<file path="config.mk">
export PLATFORM = sky130hd
export DESIGN_NAME = bpc_top
export DESIGN_NICKNAME = d
export VERILOG_FILES = /design/src/logic/bpc_pkg.sv /design/src/logic/bpc_sync_filter.sv /design/src/logic/bpc_top.sv
export VERILOG_INCLUDE_DIRS = /design/src /design/src/logic
export SDC_FILE = /design/constraint.sdc
export NUM_CORES = 1
export LEC_CHECK = 0
export BUFFER_PORTS_ARGS = -buffer_cell sky130_fd_sc_hd__buf_2
export CAP_MARGIN = 25
export CORE_UTILIZATION = 40
export CTS_CLUSTER_SIZE = 24
export DETAILED_ROUTE_END_ITERATION = 10
export GPL_TIMING_DRIVEN = 0
export PLACE_DENSITY = 0.66
export SETUP_SLACK_MARGIN = 0.1
export SLEW_MARGIN = 20
export SYNTH_ARGS = -nofsm -noshare
export SYNTH_HDL_FRONTEND = slang
export SYNTH_SLANG_ARGS = --single-unit
</file>
<file path="constraint.sdc">
create_clock -name CLK -period 6.15 [get_ports CLK]
set_clock_uncertainty 0.15 [all_clocks]
set_input_delay 0.615 -clock CLK [delete_from_list [all_inputs] [get_ports CLK]]
set_output_delay 0.615 -clock CLK [all_outputs]
set_load 0.01 [all_outputs]
</file>
<file path="src/logic/bpc_params.svh">
// constants of the boost pwm control block: offsets, fields, resets, timing
// assumes inclusion by bare name from the design files of this block
`ifndef BPC_PARAMS_SVH
`define BPC_PARAMS_SVH

// ----------------------------------------------------------------
// register byte offsets
// ----------------------------------------------------------------
`define BPC_OFF_CTRL 12'h000
`define BPC_OFF_TARGET 12'h004
`define BPC_OFF_PROT 12'h008
`define BPC_OFF_STATUS 12'h00c
`define BPC_OFF_IRQ_STAT 12'h010
`define BPC_OFF_IRQ_MASK 12'h014

// ----------------------------------------------------------------
// field positions
// ----------------------------------------------------------------
`define BPC_CTRL_EN 0
`define BPC_CTRL_SRC 1
`define BPC_CTRL_INV 2
`define BPC_CTRL_FREQ_LSB 8
`define BPC_PROT_MARGIN_LSB 0
`define BPC_PROT_HYST_LSB 4
`define BPC_PROT_SLOPE_LSB 8
`define BPC_PROT_ILIM_LSB 12
`define BPC_STAT_RUN 0
`define BPC_STAT_OVF 1
`define BPC_STAT_SHUT 2
`define BPC_IRQ_OV 0
`define BPC_IRQ_ILIM 1

// ----------------------------------------------------------------
// reset values
// ----------------------------------------------------------------
`define BPC_CTRL_RST 32'h0000_0000
`define BPC_TARGET_RST 7'h00
`define BPC_PROT_RST 32'h0000_0000
`define BPC_IRQ_MASK_RST 2'h0

// ----------------------------------------------------------------
// timing
// ----------------------------------------------------------------
`define BPC_CLK_KHZ 40000
`define BPC_FREQ_MAX_KHZ 1000
`define BPC_FREQ_MIN_KHZ 210
`define BPC_DEBOUNCE_CYCLES 2

`endif

</file>
<file path="src/logic/bpc_pkg.sv">
// types shared by the boost pwm control block
// assumes nothing beyond a systemverilog compiler
package bpc_pkg;

  // protection state, one-hot
  typedef enum logic [1:0] {
    BPC_ST_RUN = 2'b01,
    BPC_ST_SHUT = 2'b10
  } bpc_state_t;

endpackage : bpc_pkg

</file>
<file path="src/logic/bpc_sync_filter.sv">
// edge debounce for the external sync input
// assumes the raw input is already synchronous to clk
`timescale 1ns/1ps
`include "bpc_params.svh"

module bpc_sync_filter #(
  parameter int DEB = `BPC_DEBOUNCE_CYCLES
) (
  input wire logic clk,
  input wire logic rst_n,
  input wire logic raw,
  output logic level,
  output logic rise,
  output logic fall
);

  logic [DEB-1:0] hist_reg;
  logic level_reg;
  logic rise_reg;
  logic fall_reg;
  wire stable_hi = &hist_reg;
  wire stable_lo = ~|hist_reg;
  wire level_next = stable_hi ? 1'b1 : (stable_lo ? 1'b0 : level_reg);
  wire [DEB-1:0] hist_next = {hist_reg[DEB-2:0], raw};

  // a level is accepted only after DEB equal samples
  always_ff @(posedge clk or negedge rst_n) begin
    if (!rst_n) begin
      hist_reg <= '0;
      level_reg <= 1'b0;
      rise_reg <= 1'b0;
      fall_reg <= 1'b0;
    end else begin
      hist_reg <= hist_next;
      level_reg <= level_next;
      rise_reg <= level_next & ~level_reg;
      fall_reg <= ~level_next & level_reg;
    end
  end

  assign level = level_reg;
  assign rise = rise_reg;
  assign fall = fall_reg;

  AST_DEB_STABLE: assert property (
    @(posedge clk) disable iff (!rst_n)
    $rose(level_reg) |-> $past(stable_hi))
    else $error("sync level rose without stable samples");

endmodule : bpc_sync_filter

</file>
<file path="src/logic/bpc_top.sv">
// boost pwm control: timing source, gate gating, overvoltage latch, apb regs
// assumes analog comparators deliver levels synchronous to CLK
//
// The APB slave port and the placing of the registers are this design's own decisions.
`timescale 1ns/1ps
`include "bpc_params.svh"

module bpc_top #(
  parameter bit LOW_FB_DETECT_EN = 1'b1,
  parameter int FREQ_W = 5,
  parameter int TARGET_W = 7
) (
  input wire logic CLK,
  input wire logic RST_N,
  input wire logic PSEL,
  input wire logic PENABLE,
  input wire logic PWRITE,
  input wire logic [11:0] PADDR,
  input wire logic [31:0] PWDATA,
  input wire logic [3:0] PSTRB,
  output logic [31:0] PRDATA,
  output logic PREADY,
  output logic PSLVERR,
  input wire logic SYNC_IN,
  input wire logic OV_ABOVE,
  input wire logic REACT_BELOW,
  input wire logic LOW_FB,
  input wire logic PEAK_REACHED,
  input wire logic ILIM_REACHED,
  output logic GATE,
  output logic RUN_STATUS,
  output logic IRQ,
  output logic [TARGET_W-1:0] TARGET_CODE,
  output logic [2:0] OV_MARGIN,
  output logic [1:0] REACT_HYST,
  output logic [1:0] SLOPE_SEL,
  output logic [1:0] ILIM_SEL
);

  // ----------------------------------------------------------------
  // divider constants
  // ----------------------------------------------------------------
  localparam int PER_MIN = `BPC_CLK_KHZ / `BPC_FREQ_MAX_KHZ;
  localparam int PER_MAX = `BPC_CLK_KHZ / `BPC_FREQ_MIN_KHZ;
  localparam int CODE_MAX = (1 << FREQ_W) - 1;
  localparam int PER_STEP = (PER_MAX - PER_MIN) / (CODE_MAX - 1);

  // ----------------------------------------------------------------
  // registers
  // ----------------------------------------------------------------
  logic [31:0] ctrl_reg;
  logic [31:0] ctrl_next;
  logic [TARGET_W-1:0] target_reg;
  logic [TARGET_W-1:0] target_next;
  logic [31:0] prot_reg;
  logic [31:0] prot_next;
  logic [1:0] irq_stat_reg;
  logic [1:0] irq_stat_next;
  logic [1:0] irq_mask_reg;
  logic [1:0] irq_mask_next;
  logic ovf_reg;
  logic ovf_next;
  bpc_pkg::bpc_state_t state_reg;
  bpc_pkg::bpc_state_t state_next;
  logic [7:0] cnt_reg;
  logic [7:0] cnt_next;
  logic gate_reg;
  logic gate_next;
  logic [31:0] prdata_reg;
  logic [31:0] prdata_next;

  // ----------------------------------------------------------------
  // apb decode
  // ----------------------------------------------------------------
  wire setup = PSEL & ~PENABLE;
  wire access = PSEL & PENABLE;
  wire hit_ctrl = PADDR == `BPC_OFF_CTRL;
  wire hit_target = PADDR == `BPC_OFF_TARGET;
  wire hit_prot = PADDR == `BPC_OFF_PROT;
  wire hit_status = PADDR == `BPC_OFF_STATUS;
  wire hit_irq_stat = PADDR == `BPC_OFF_IRQ_STAT;
  wire hit_irq_mask = PADDR == `BPC_OFF_IRQ_MASK;
  wire hit_any = hit_ctrl | hit_target | hit_prot | hit_status |
                 hit_irq_stat | hit_irq_mask;
  wire wr = access & PWRITE & hit_any;
  wire rd_status = access & ~PWRITE & hit_status;
  wire [31:0] lane_mask = {{8{PSTRB[3]}}, {8{PSTRB[2]}},
                           {8{PSTRB[1]}}, {8{PSTRB[0]}}};
  wire [31:0] wmask = PWDATA & lane_mask;

  assign PREADY = 1'b1;
  assign PSLVERR = access & ~hit_any;

  // ----------------------------------------------------------------
  // control fields
  // ----------------------------------------------------------------
  wire ctl_en = ctrl_reg[`BPC_CTRL_EN];
  wire ctl_src = ctrl_reg[`BPC_CTRL_SRC];
  wire ctl_inv = ctrl_reg[`BPC_CTRL_INV];
  wire [FREQ_W-1:0] freq_code =
    ctrl_reg[`BPC_CTRL_FREQ_LSB +: FREQ_W];

  // ----------------------------------------------------------------
  // timing source
  // ----------------------------------------------------------------
  logic sync_rise;
  logic sync_fall;

  bpc_sync_filter #(
    .DEB(`BPC_DEBOUNCE_CYCLES)
  ) u_sync (
    .clk(CLK),
    .rst_n(RST_N),
    .raw(SYNC_IN),
    .level(),
    .rise(sync_rise),
    .fall(sync_fall)
  );

  wire [FREQ_W-1:0] code_inv = FREQ_W'(CODE_MAX) - freq_code;
  wire [7:0] period_m1 = 8'(PER_MIN - 1) + 8'(code_inv * PER_STEP);
  wire int_run = ~ctl_src & (freq_code != '0);
  wire int_tick = int_run & (cnt_reg == 8'h00);
  wire int_last = int_run & (cnt_reg >= period_m1);
  wire ext_edge = ctl_inv ? sync_fall : sync_rise;
  wire cycle_start = ctl_src ? ext_edge : int_tick;

  // internal divider restarts from zero when stopped or in external mode
  assign cnt_next = !int_run ? 8'h00 :
                    int_last ? 8'h00 : cnt_reg + 8'h01;

  // ----------------------------------------------------------------
  // protection
  // ----------------------------------------------------------------
  wire low_fb_hit = LOW_FB_DETECT_EN & LOW_FB;
  wire ov_event = OV_ABOVE | low_fb_hit;
  wire in_run = state_reg == bpc_pkg::BPC_ST_RUN;
  wire in_shut = state_reg == bpc_pkg::BPC_ST_SHUT;
  wire react_ok = REACT_BELOW & ~ov_event;

  always_comb begin
    state_next = state_reg;
    unique case (state_reg)
      bpc_pkg::BPC_ST_RUN: begin
        if (ov_event) begin
          state_next = bpc_pkg::BPC_ST_SHUT;
        end
      end
      bpc_pkg::BPC_ST_SHUT: begin
        if (react_ok) begin
          state_next = bpc_pkg::BPC_ST_RUN;
        end
      end
      default: begin
        state_next = bpc_pkg::BPC_ST_SHUT;
      end
    endcase
  end

  // set wins over the clear on read
  assign ovf_next = ov_event | (ovf_reg & ~(rd_status & in_run));

  // ----------------------------------------------------------------
  // gate
  // ----------------------------------------------------------------
  wire gate_kill = ~ctl_en | ov_event | in_shut | ILIM_REACHED |
                   PEAK_REACHED | int_last;
  assign gate_next = gate_kill ? 1'b0 :
                     cycle_start ? 1'b1 : gate_reg;

  // ----------------------------------------------------------------
  // interrupt
  // ----------------------------------------------------------------
  wire [1:0] irq_set;
  assign irq_set[`BPC_IRQ_OV] = in_run & ov_event;
  assign irq_set[`BPC_IRQ_ILIM] = gate_reg & ILIM_REACHED;
  wire [1:0] irq_clr = (wr & hit_irq_stat) ? wmask[1:0] : 2'b00;
  assign irq_stat_next = irq_set | (irq_stat_reg & ~irq_clr);
  assign irq_mask_next = (wr & hit_irq_mask) ? wmask[1:0] : irq_mask_reg;

  // ----------------------------------------------------------------
  // register writes and read mux
  // ----------------------------------------------------------------
  assign ctrl_next = (wr & hit_ctrl) ?
    ((ctrl_reg & ~lane_mask) | wmask) : ctrl_reg;
  assign prot_next = (wr & hit_prot) ?
    ((prot_reg & ~lane_mask) | wmask) : prot_reg;
  assign target_next = (wr & hit_target & PSTRB[0]) ?
    PWDATA[TARGET_W-1:0] : target_reg;

  wire [31:0] ctrl_rd = {19'h0, ctrl_reg[`BPC_CTRL_FREQ_LSB +: FREQ_W],
                         5'h00, ctl_inv, ctl_src, ctl_en};
  wire [31:0] prot_rd = {18'h0, prot_reg[`BPC_PROT_ILIM_LSB +: 2],
                         2'h0, prot_reg[`BPC_PROT_SLOPE_LSB +: 2],
                         2'h0, prot_reg[`BPC_PROT_HYST_LSB +: 2],
                         1'b0, prot_reg[`BPC_PROT_MARGIN_LSB +: 3]};
  wire [31:0] status_rd = {29'h0, in_shut, ovf_reg,
                           ctl_en & in_run};
  wire [31:0] target_rd = {{(32 - TARGET_W){1'b0}}, target_reg};

  assign prdata_next = !setup ? prdata_reg :
    hit_ctrl ? ctrl_rd :
    hit_target ? target_rd :
    hit_prot ? prot_rd :
    hit_status ? status_rd :
    hit_irq_stat ? {30'h0, irq_stat_reg} :
    hit_irq_mask ? {30'h0, irq_mask_reg} : 32'h0000_0000;

  // ----------------------------------------------------------------
  // flops
  // ----------------------------------------------------------------
  always_ff @(posedge CLK or negedge RST_N) begin
    if (!RST_N) begin
      ctrl_reg <= `BPC_CTRL_RST;
      target_reg <= `BPC_TARGET_RST;
      prot_reg <= `BPC_PROT_RST;
      irq_stat_reg <= 2'h0;
      irq_mask_reg <= `BPC_IRQ_MASK_RST;
      ovf_reg <= 1'b0;
      state_reg <= bpc_pkg::BPC_ST_RUN;
      cnt_reg <= 8'h00;
      gate_reg <= 1'b0;
      prdata_reg <= 32'h0000_0000;
    end else begin
      ctrl_reg <= ctrl_next;
      target_reg <= target_next;
      prot_reg <= prot_next;
      irq_stat_reg <= irq_stat_next;
      irq_mask_reg <= irq_mask_next;
      ovf_reg <= ovf_next;
      state_reg <= state_next;
      cnt_reg <= cnt_next;
      gate_reg <= gate_next;
      prdata_reg <= prdata_next;
    end
  end

  // ----------------------------------------------------------------
  // outputs
  // ----------------------------------------------------------------
  assign PRDATA = prdata_reg;
  assign GATE = gate_reg;
  assign RUN_STATUS = ctl_en & in_run;
  assign IRQ = |(irq_stat_reg & irq_mask_reg);
  assign TARGET_CODE = target_reg;
  assign OV_MARGIN = prot_reg[`BPC_PROT_MARGIN_LSB +: 3];
  assign REACT_HYST = prot_reg[`BPC_PROT_HYST_LSB +: 2];
  assign SLOPE_SEL = prot_reg[`BPC_PROT_SLOPE_LSB +: 2];
  assign ILIM_SEL = prot_reg[`BPC_PROT_ILIM_LSB +: 2];

  // ----------------------------------------------------------------
  // checks
  // ----------------------------------------------------------------
  AST_GATE_NEEDS_EN: assert property (
    @(posedge CLK) disable iff (!RST_N)
    !ctl_en |=> !GATE)
    else $error("gate high while converter disabled");

  AST_OV_SHUTS: assert property (
    @(posedge CLK) disable iff (!RST_N)
    OV_ABOVE |=> !GATE && ovf_reg && !RUN_STATUS)
    else $error("overvoltage did not stop gate and set flag");

  AST_OV_WHILE_OFF: assert property (
    @(posedge CLK) disable iff (!RST_N)
    !ctl_en && OV_ABOVE |=> ovf_reg && in_shut)
    else $error("overvoltage missed while disabled");

  AST_LOW_FB: assert property (
    @(posedge CLK) disable iff (!RST_N)
    LOW_FB_DETECT_EN && LOW_FB |=> ovf_reg && !GATE)
    else $error("low feedback did not stop converter");

  AST_HOLD_UNTIL_REACT: assert property (
    @(posedge CLK) disable iff (!RST_N)
    in_shut && !REACT_BELOW |=> in_shut && !GATE)
    else $error("left shutdown before reactivation");

  AST_REACT_RESUMES: assert property (
    @(posedge CLK) disable iff (!RST_N)
    in_shut && REACT_BELOW && !OV_ABOVE && !LOW_FB |=> in_run)
    else $error("reactivation did not resume");

  AST_FLAG_STICKY: assert property (
    @(posedge CLK) disable iff (!RST_N)
    ovf_reg && (in_shut || OV_ABOVE) |=> ovf_reg)
    else $error("overvoltage flag lost during overvoltage");

  AST_FLAG_CLEARS: assert property (
    @(posedge CLK) disable iff (!RST_N)
    rd_status && in_run && !OV_ABOVE && !LOW_FB |=> !ovf_reg)
    else $error("overvoltage flag not cleared by read");

  AST_RUN_LOW_SHUT: assert property (
    @(posedge CLK) disable iff (!RST_N)
    in_shut |-> !RUN_STATUS)
    else $error("run status high during shutdown");

  AST_ILIM_CUTS: assert property (
    @(posedge CLK) disable iff (!RST_N)
    ILIM_REACHED |=> !GATE)
    else $error("current limit did not end on-time");

  AST_CODE_ZERO_STOPS: assert property (
    @(posedge CLK) disable iff (!RST_N)
    !ctl_src && freq_code == '0 |-> !cycle_start ##1 cnt_reg == 8'h00)
    else $error("internal timing ran with code zero");

  AST_PERIOD_WRAP: assert property (
    @(posedge CLK) disable iff (!RST_N)
    int_run && cnt_reg == period_m1 && $stable(freq_code)
    |=> cnt_reg == 8'h00)
    else $error("divider missed its period");

  AST_EXT_EDGE_START: assert property (
    @(posedge CLK) disable iff (!RST_N)
    ctl_src && ctl_en && in_run && !gate_kill &&
    (ctl_inv ? sync_fall : sync_rise) |=> GATE)
    else $error("selected sync edge did not start a cycle");

  AST_EXT_IGNORES_OTHER: assert property (
    @(posedge CLK) disable iff (!RST_N)
    ctl_src && !GATE && !(ctl_inv ? sync_fall : sync_rise) |=> !GATE)
    else $error("gate started without selected sync edge");

endmodule : bpc_top

</file>
## After elaboration in Yosys (flattened, before gate mapping)

Index checks and enable logic that the tools add are counted.

- $add $sub $neg: 3
- Multiply operators: 1
- Div/mod/pow operators: 0
- Order comparisons: 1
- Equal/unequal tests: 9
- Shift-type cells: 0
- Muxes and demuxes: 18
- Bitwise gates (word level): 55
- Reductions and logical operators: 8

Operators with widths:

| operator | count |
|---|---|
| $and 32x32->32 | 3 |
| $or 32x32->32 | 2 |
| $mux 14 | 3 |
| $not 32->32 | 1 |
| $and 1x1->1 | 24 |
| $eq 12x4->1 const B | 2 |
| $eq 12x5->1 const B | 2 |
| $mux 8 | 2 |
| $eq 12x3->1 const B | 1 |
| $logic_not 12->1 | 1 |
| $or 1x1->1 | 12 |
| $mux 2 | 5 |
| $not 1->1 | 9 |
| $add 6x8->8 const A | 1 |
| $add 8x1->8 const B | 1 |
| $ge 8x8->1 | 1 |
| $logic_not 8->1 | 1 |
| $mul 5x3->8 const B | 1 |
| $mux 1 | 6 |
| $reduce_bool 5->1 | 1 |
| $sub 5x5->5 const A | 1 |
| $and 2x2->2 | 2 |
| $pmux 2 s2 | 1 |
| $reduce_and 2->1 | 2 |
| 9 further kinds | 10 |

- Bits in registers: 124
- Bits in latches: 0
- Memory bits (writable): 0
- Memory bits (read-only): 0
- Input port bits: 59
- Word-level logic and storage cells: 109
- Memories kept: 0

## Longest topological paths before layout

- Depth in word-level cells: 12
- Mapped depth: 13

## Hierarchy

Synthesis repeated with hierarchy kept, for this count alone.

- Cell total of the unflattened synthesis: 320
- Area total of the unflattened synthesis: 3,357.0 sq um

By module, submodules not included:

| module | instances | cells each | area an instance (sq um) |
|---|---|---|---|
| bpc_top | 1 | 312 | 3,203.1 |
| bpc_sync_filter | 1 | 8 | 153.9 |

## Worst setup path after synthesis

OpenSTA, ideal clock, no wires.

- Kind: register to register
- From: register (tool-made name)
- To: register gate_reg (netlist: GATE)
- Setup time: 94 ps
- Arrival: 3,002 ps
- Slack: 2,904 ps
- Cell stages (with the launch flop): 14
- Buffers on the path: 1
- Clock period less this slack: 3,246 ps
- Path through: dfrtp_1 > inv_1 > ha_1 > ha_1 > ha_1 > a21oi_1 > o211ai_1 > a21oi_1 > xor2_1 > ha_1 > or2_2 > buf_1 > and2_1 > a211oi_1

RTL lines:

| item | RTL line | RTL |
|---|---|---|
| to (signal assigned) | bpc_top.sv:233 | `gate_reg <= gate_next;` |
| to (decl) | bpc_top.sv:67 | `logic gate_reg;` |

==> metrics.txt <==
sequential power share=43.0%; Worst VDD drop=164 uV; Starting Density=41.3%; antenna violations before repair=0; total CTS buffers=9; crit path DAT=3.63 ns; Rows=33; drt pass-1 iters=4; CP Max Fanout=9; Syn Area/Cell=10.9 um2; routed wire length=7400 um; CTS tree=yes; cts hold-fix bufs=0; Overall Global Routing Usage=18.4%; vias in the first global route=2482; Seq/Total Area, Yosys=43.1%; switching power=199 uW; Area after DPL=3920 um2; setup bufs post-CTS=0; switching share of power=22.0%; Leak=0.00218 uW; Fmax achieved=0.279 GHz; # nets final=491; Tmin final=3.58 ns; yosys warns=0; final setup TNS=0 ns; clock-pin slew on the worst setup and hold paths=0.07 ns; CTS Sinks=58; pre-CTS WS=2.54 ns; Max-Cap Viols=0; post-synth cell types=49; I/O pins=112; Port-buffer cells=69; most common cell type on the critical path=ha_1; ANT cells=0; slowest library cell on the worst path=o211ai_1; #FFs+latches synth=58; worst relative slew slack=51.7%; Cell Pwr Density=217 nW/um2; logic gate share of total power=7.7%; first-pass GRT wire length=12300 um; largest net degree at the start of global routing=59; Post-Syn Instances=309; chip width=93.8 um; Main synth FF type=dfrtp_1; Root Driver=clkbuf_8; worst min path class=in -> async; CP Cell Sequence=inv_1 -> ha_1 -> ha_1 -> ha_1 -> a21oi_1 -> o21ai_0 -> xnor2_1 -> ha_1 -> and4_1 -> o21ai_0 -> o211ai_1 -> a211oi_1; post-route setup slack=2.57 ns; RSZ-0062 raised after global routing=false; largest family of logic cells by synthesized area=simple AND/OR/NAND/NOR gates; FF/Latch Area=1450 um2; Final Hold Vio Count=0; Area Growth Syn to Fin=23.7%; Clock power frac=49.3%; nature of the critical path startpoint=flip-flop; Skew-Pair Late Insertion Delay=0.34 ns; final core utilization=51.0%; Final GP Congestion=0.813; status=completed; DRC viols=0; core area=8180 um2; share of flip-flops with an asynchronous set or reset=100%; CTS resizes=0; Cell Int Power=705 uW; Critical Path Max Stage Delay=0.61 ns; CP required=6.19 ns; total gr overflow=0; Post-Synth Simple-Gate Area=15.3%; cell area after synthesis=3370 um2; post-DP HPWL=5650 um; routed vias=2643; fin crit share=58.3%; mux cell area share after synthesis=10.1%; H-tree depth=3; Die Y=93.8 um; area of the multi-input gates=1730 um2; ANT nets after route=0; Slew @ Worst Pin=0.722 ns; fillers=781; Adder-Cell Fraction of Synth Area=9.79%; Wirelength per Cell=14.3 um; EDFF count, synth=0; xor/xnor share of the synthesized area=2.86%; maximum buffer depth of the clock tree=2; final std cell area, no fill=4170 um2; Crit. End Element=flip-flop; DRT iter0 DRCs=111; critical path type=reg -> reg; post-synthesis compound-gate area fraction=11.1%; Via density=5.11; proportion of layout cells with a drive suffix above 1=34.5%; final setup vio count=0; Slew Viols, Final=0; die area=8800 um2
-- path summary, 6_finish.rpt --
check / cells after the start / slack [ns] / endpoint / startpoint
worst max-delay path: 12 / 2.57 / cnt_reg[7] / flip-flop
worst min-delay path: 1 / 0.16 / async pin / RST_N
worst max register to register: 12 / 2.57 / cnt_reg[7] / flip-flop
worst min register to register: 0 / 0.29 / u_sync.hist_reg[1] / u_sync.hist_reg[0]
max in group asynchronous: 1 / 5.19 / cnt_reg[6] / RST_N
min in group CLK: 1 / 0.23 / u_sync.hist_reg[0] / SYNC_IN
-- layout by cell type (no fill, tap or decap), types with 7 or more instances in the layout --
cell | synthesis | routed
mux2_2 | 25 | 25
nor2_1 | 16 | 16
nand2_1 | 20 | 20
a211oi_1 | 10 | 10
buf_4 | 20 | 21
inv_1 | 20 | 20
nor3_1 | 7 | 7
dfrtp_1 | 57 | 57
a21oi_1 | 9 | 9
ha_1 | 24 | 24
conb_1 | 2 | 20
clkbuf_8 | 0 | 11
buf_2 | 2 | 70
-- power by group through the flow --
stage / sequential [uW] / clock (uW) / combinational, uW
after floorplan: 395 / 0 / 38.1
after global placement: 396 / 0 / 68.2
after detailed placement: 396 / 0 / 68.9
after CTS: 389 / 456 / 69.5
after global routing: 389 / 475 / 76.7
final: 389 / 445 / 69.5
-- area by class of cell --
cell class,count,share of cell area [%]
Timing Repair Buffer,69,8.34
Clock buffer,11,3.63
Sequential cell,58,34.8
Multi-Input combinational cell,222,41.6
Buffer,27,4.29
Tap cell,105,3.15
Inverter,20,1.80
Clock inverter,5,2.40
-- cell families after synthesis --
group,after synthesis
AND/OR/NAND/NOR,84
flip-flops,58
AO/OA/AOI/OAI,50
buffers and inverters,47
multiplexers,31
adder cells (fa/ha/maj),26
XOR/XNOR,11
other,2
-- layer usage --
| layer | part of all wire (%) | GRT usage [%] | up-vias |
|---|---|---|---|
| met5 | 0 | 0 | - |
| met4 | 1.8 | 7.56 | 0 |
| met3 | 5.3 | 5.42 | 12 |
| met2 | 49 | 30.4 | 84 |
| met1 | 44 | 22.4 | 1275 |
| li1 | - | - | 1272 |
-- synth_stat cells, types with 7 or more instances --
| master | n | area (um2) |
|---|---|---|
| nor2_1 | 16 | 60.1 |
| mux2_2 | 25 | 282 |
| nand2_1 | 20 | 75.1 |
| buf_4 | 20 | 150 |
| dfrtp_1 | 57 | 1430 |
| a21oi_1 | 9 | 45.0 |
| a211oi_1 | 10 | 75.1 |
| inv_1 | 20 | 75.1 |
| ha_1 | 24 | 300 |
| nor3_1 | 7 | 35.0 |
-- worst max-delay path, delay by kind of cell (launching register included) --
kind,cells,cell delay (ns)
buffers and inverters,1,0.18
adder cells (fa/ha/maj),4,1.17
AND/OR/NAND/NOR,1,0.17
AO/OA/AOI/OAI,5,1.20
XOR/XNOR,1,0.16
flip-flops,1,0.40
-- stage by stage --
stage,power [uW],hold WS (ns),cells
after floorplan,433,0.169,327
after global placement,464,0.259,501
after detailed placement,465,0.276,501
after CTS,914,0.194,517
after global routing,941,0.205,517
final,904,0.156,517
Power figures use the tool's default switching activity.
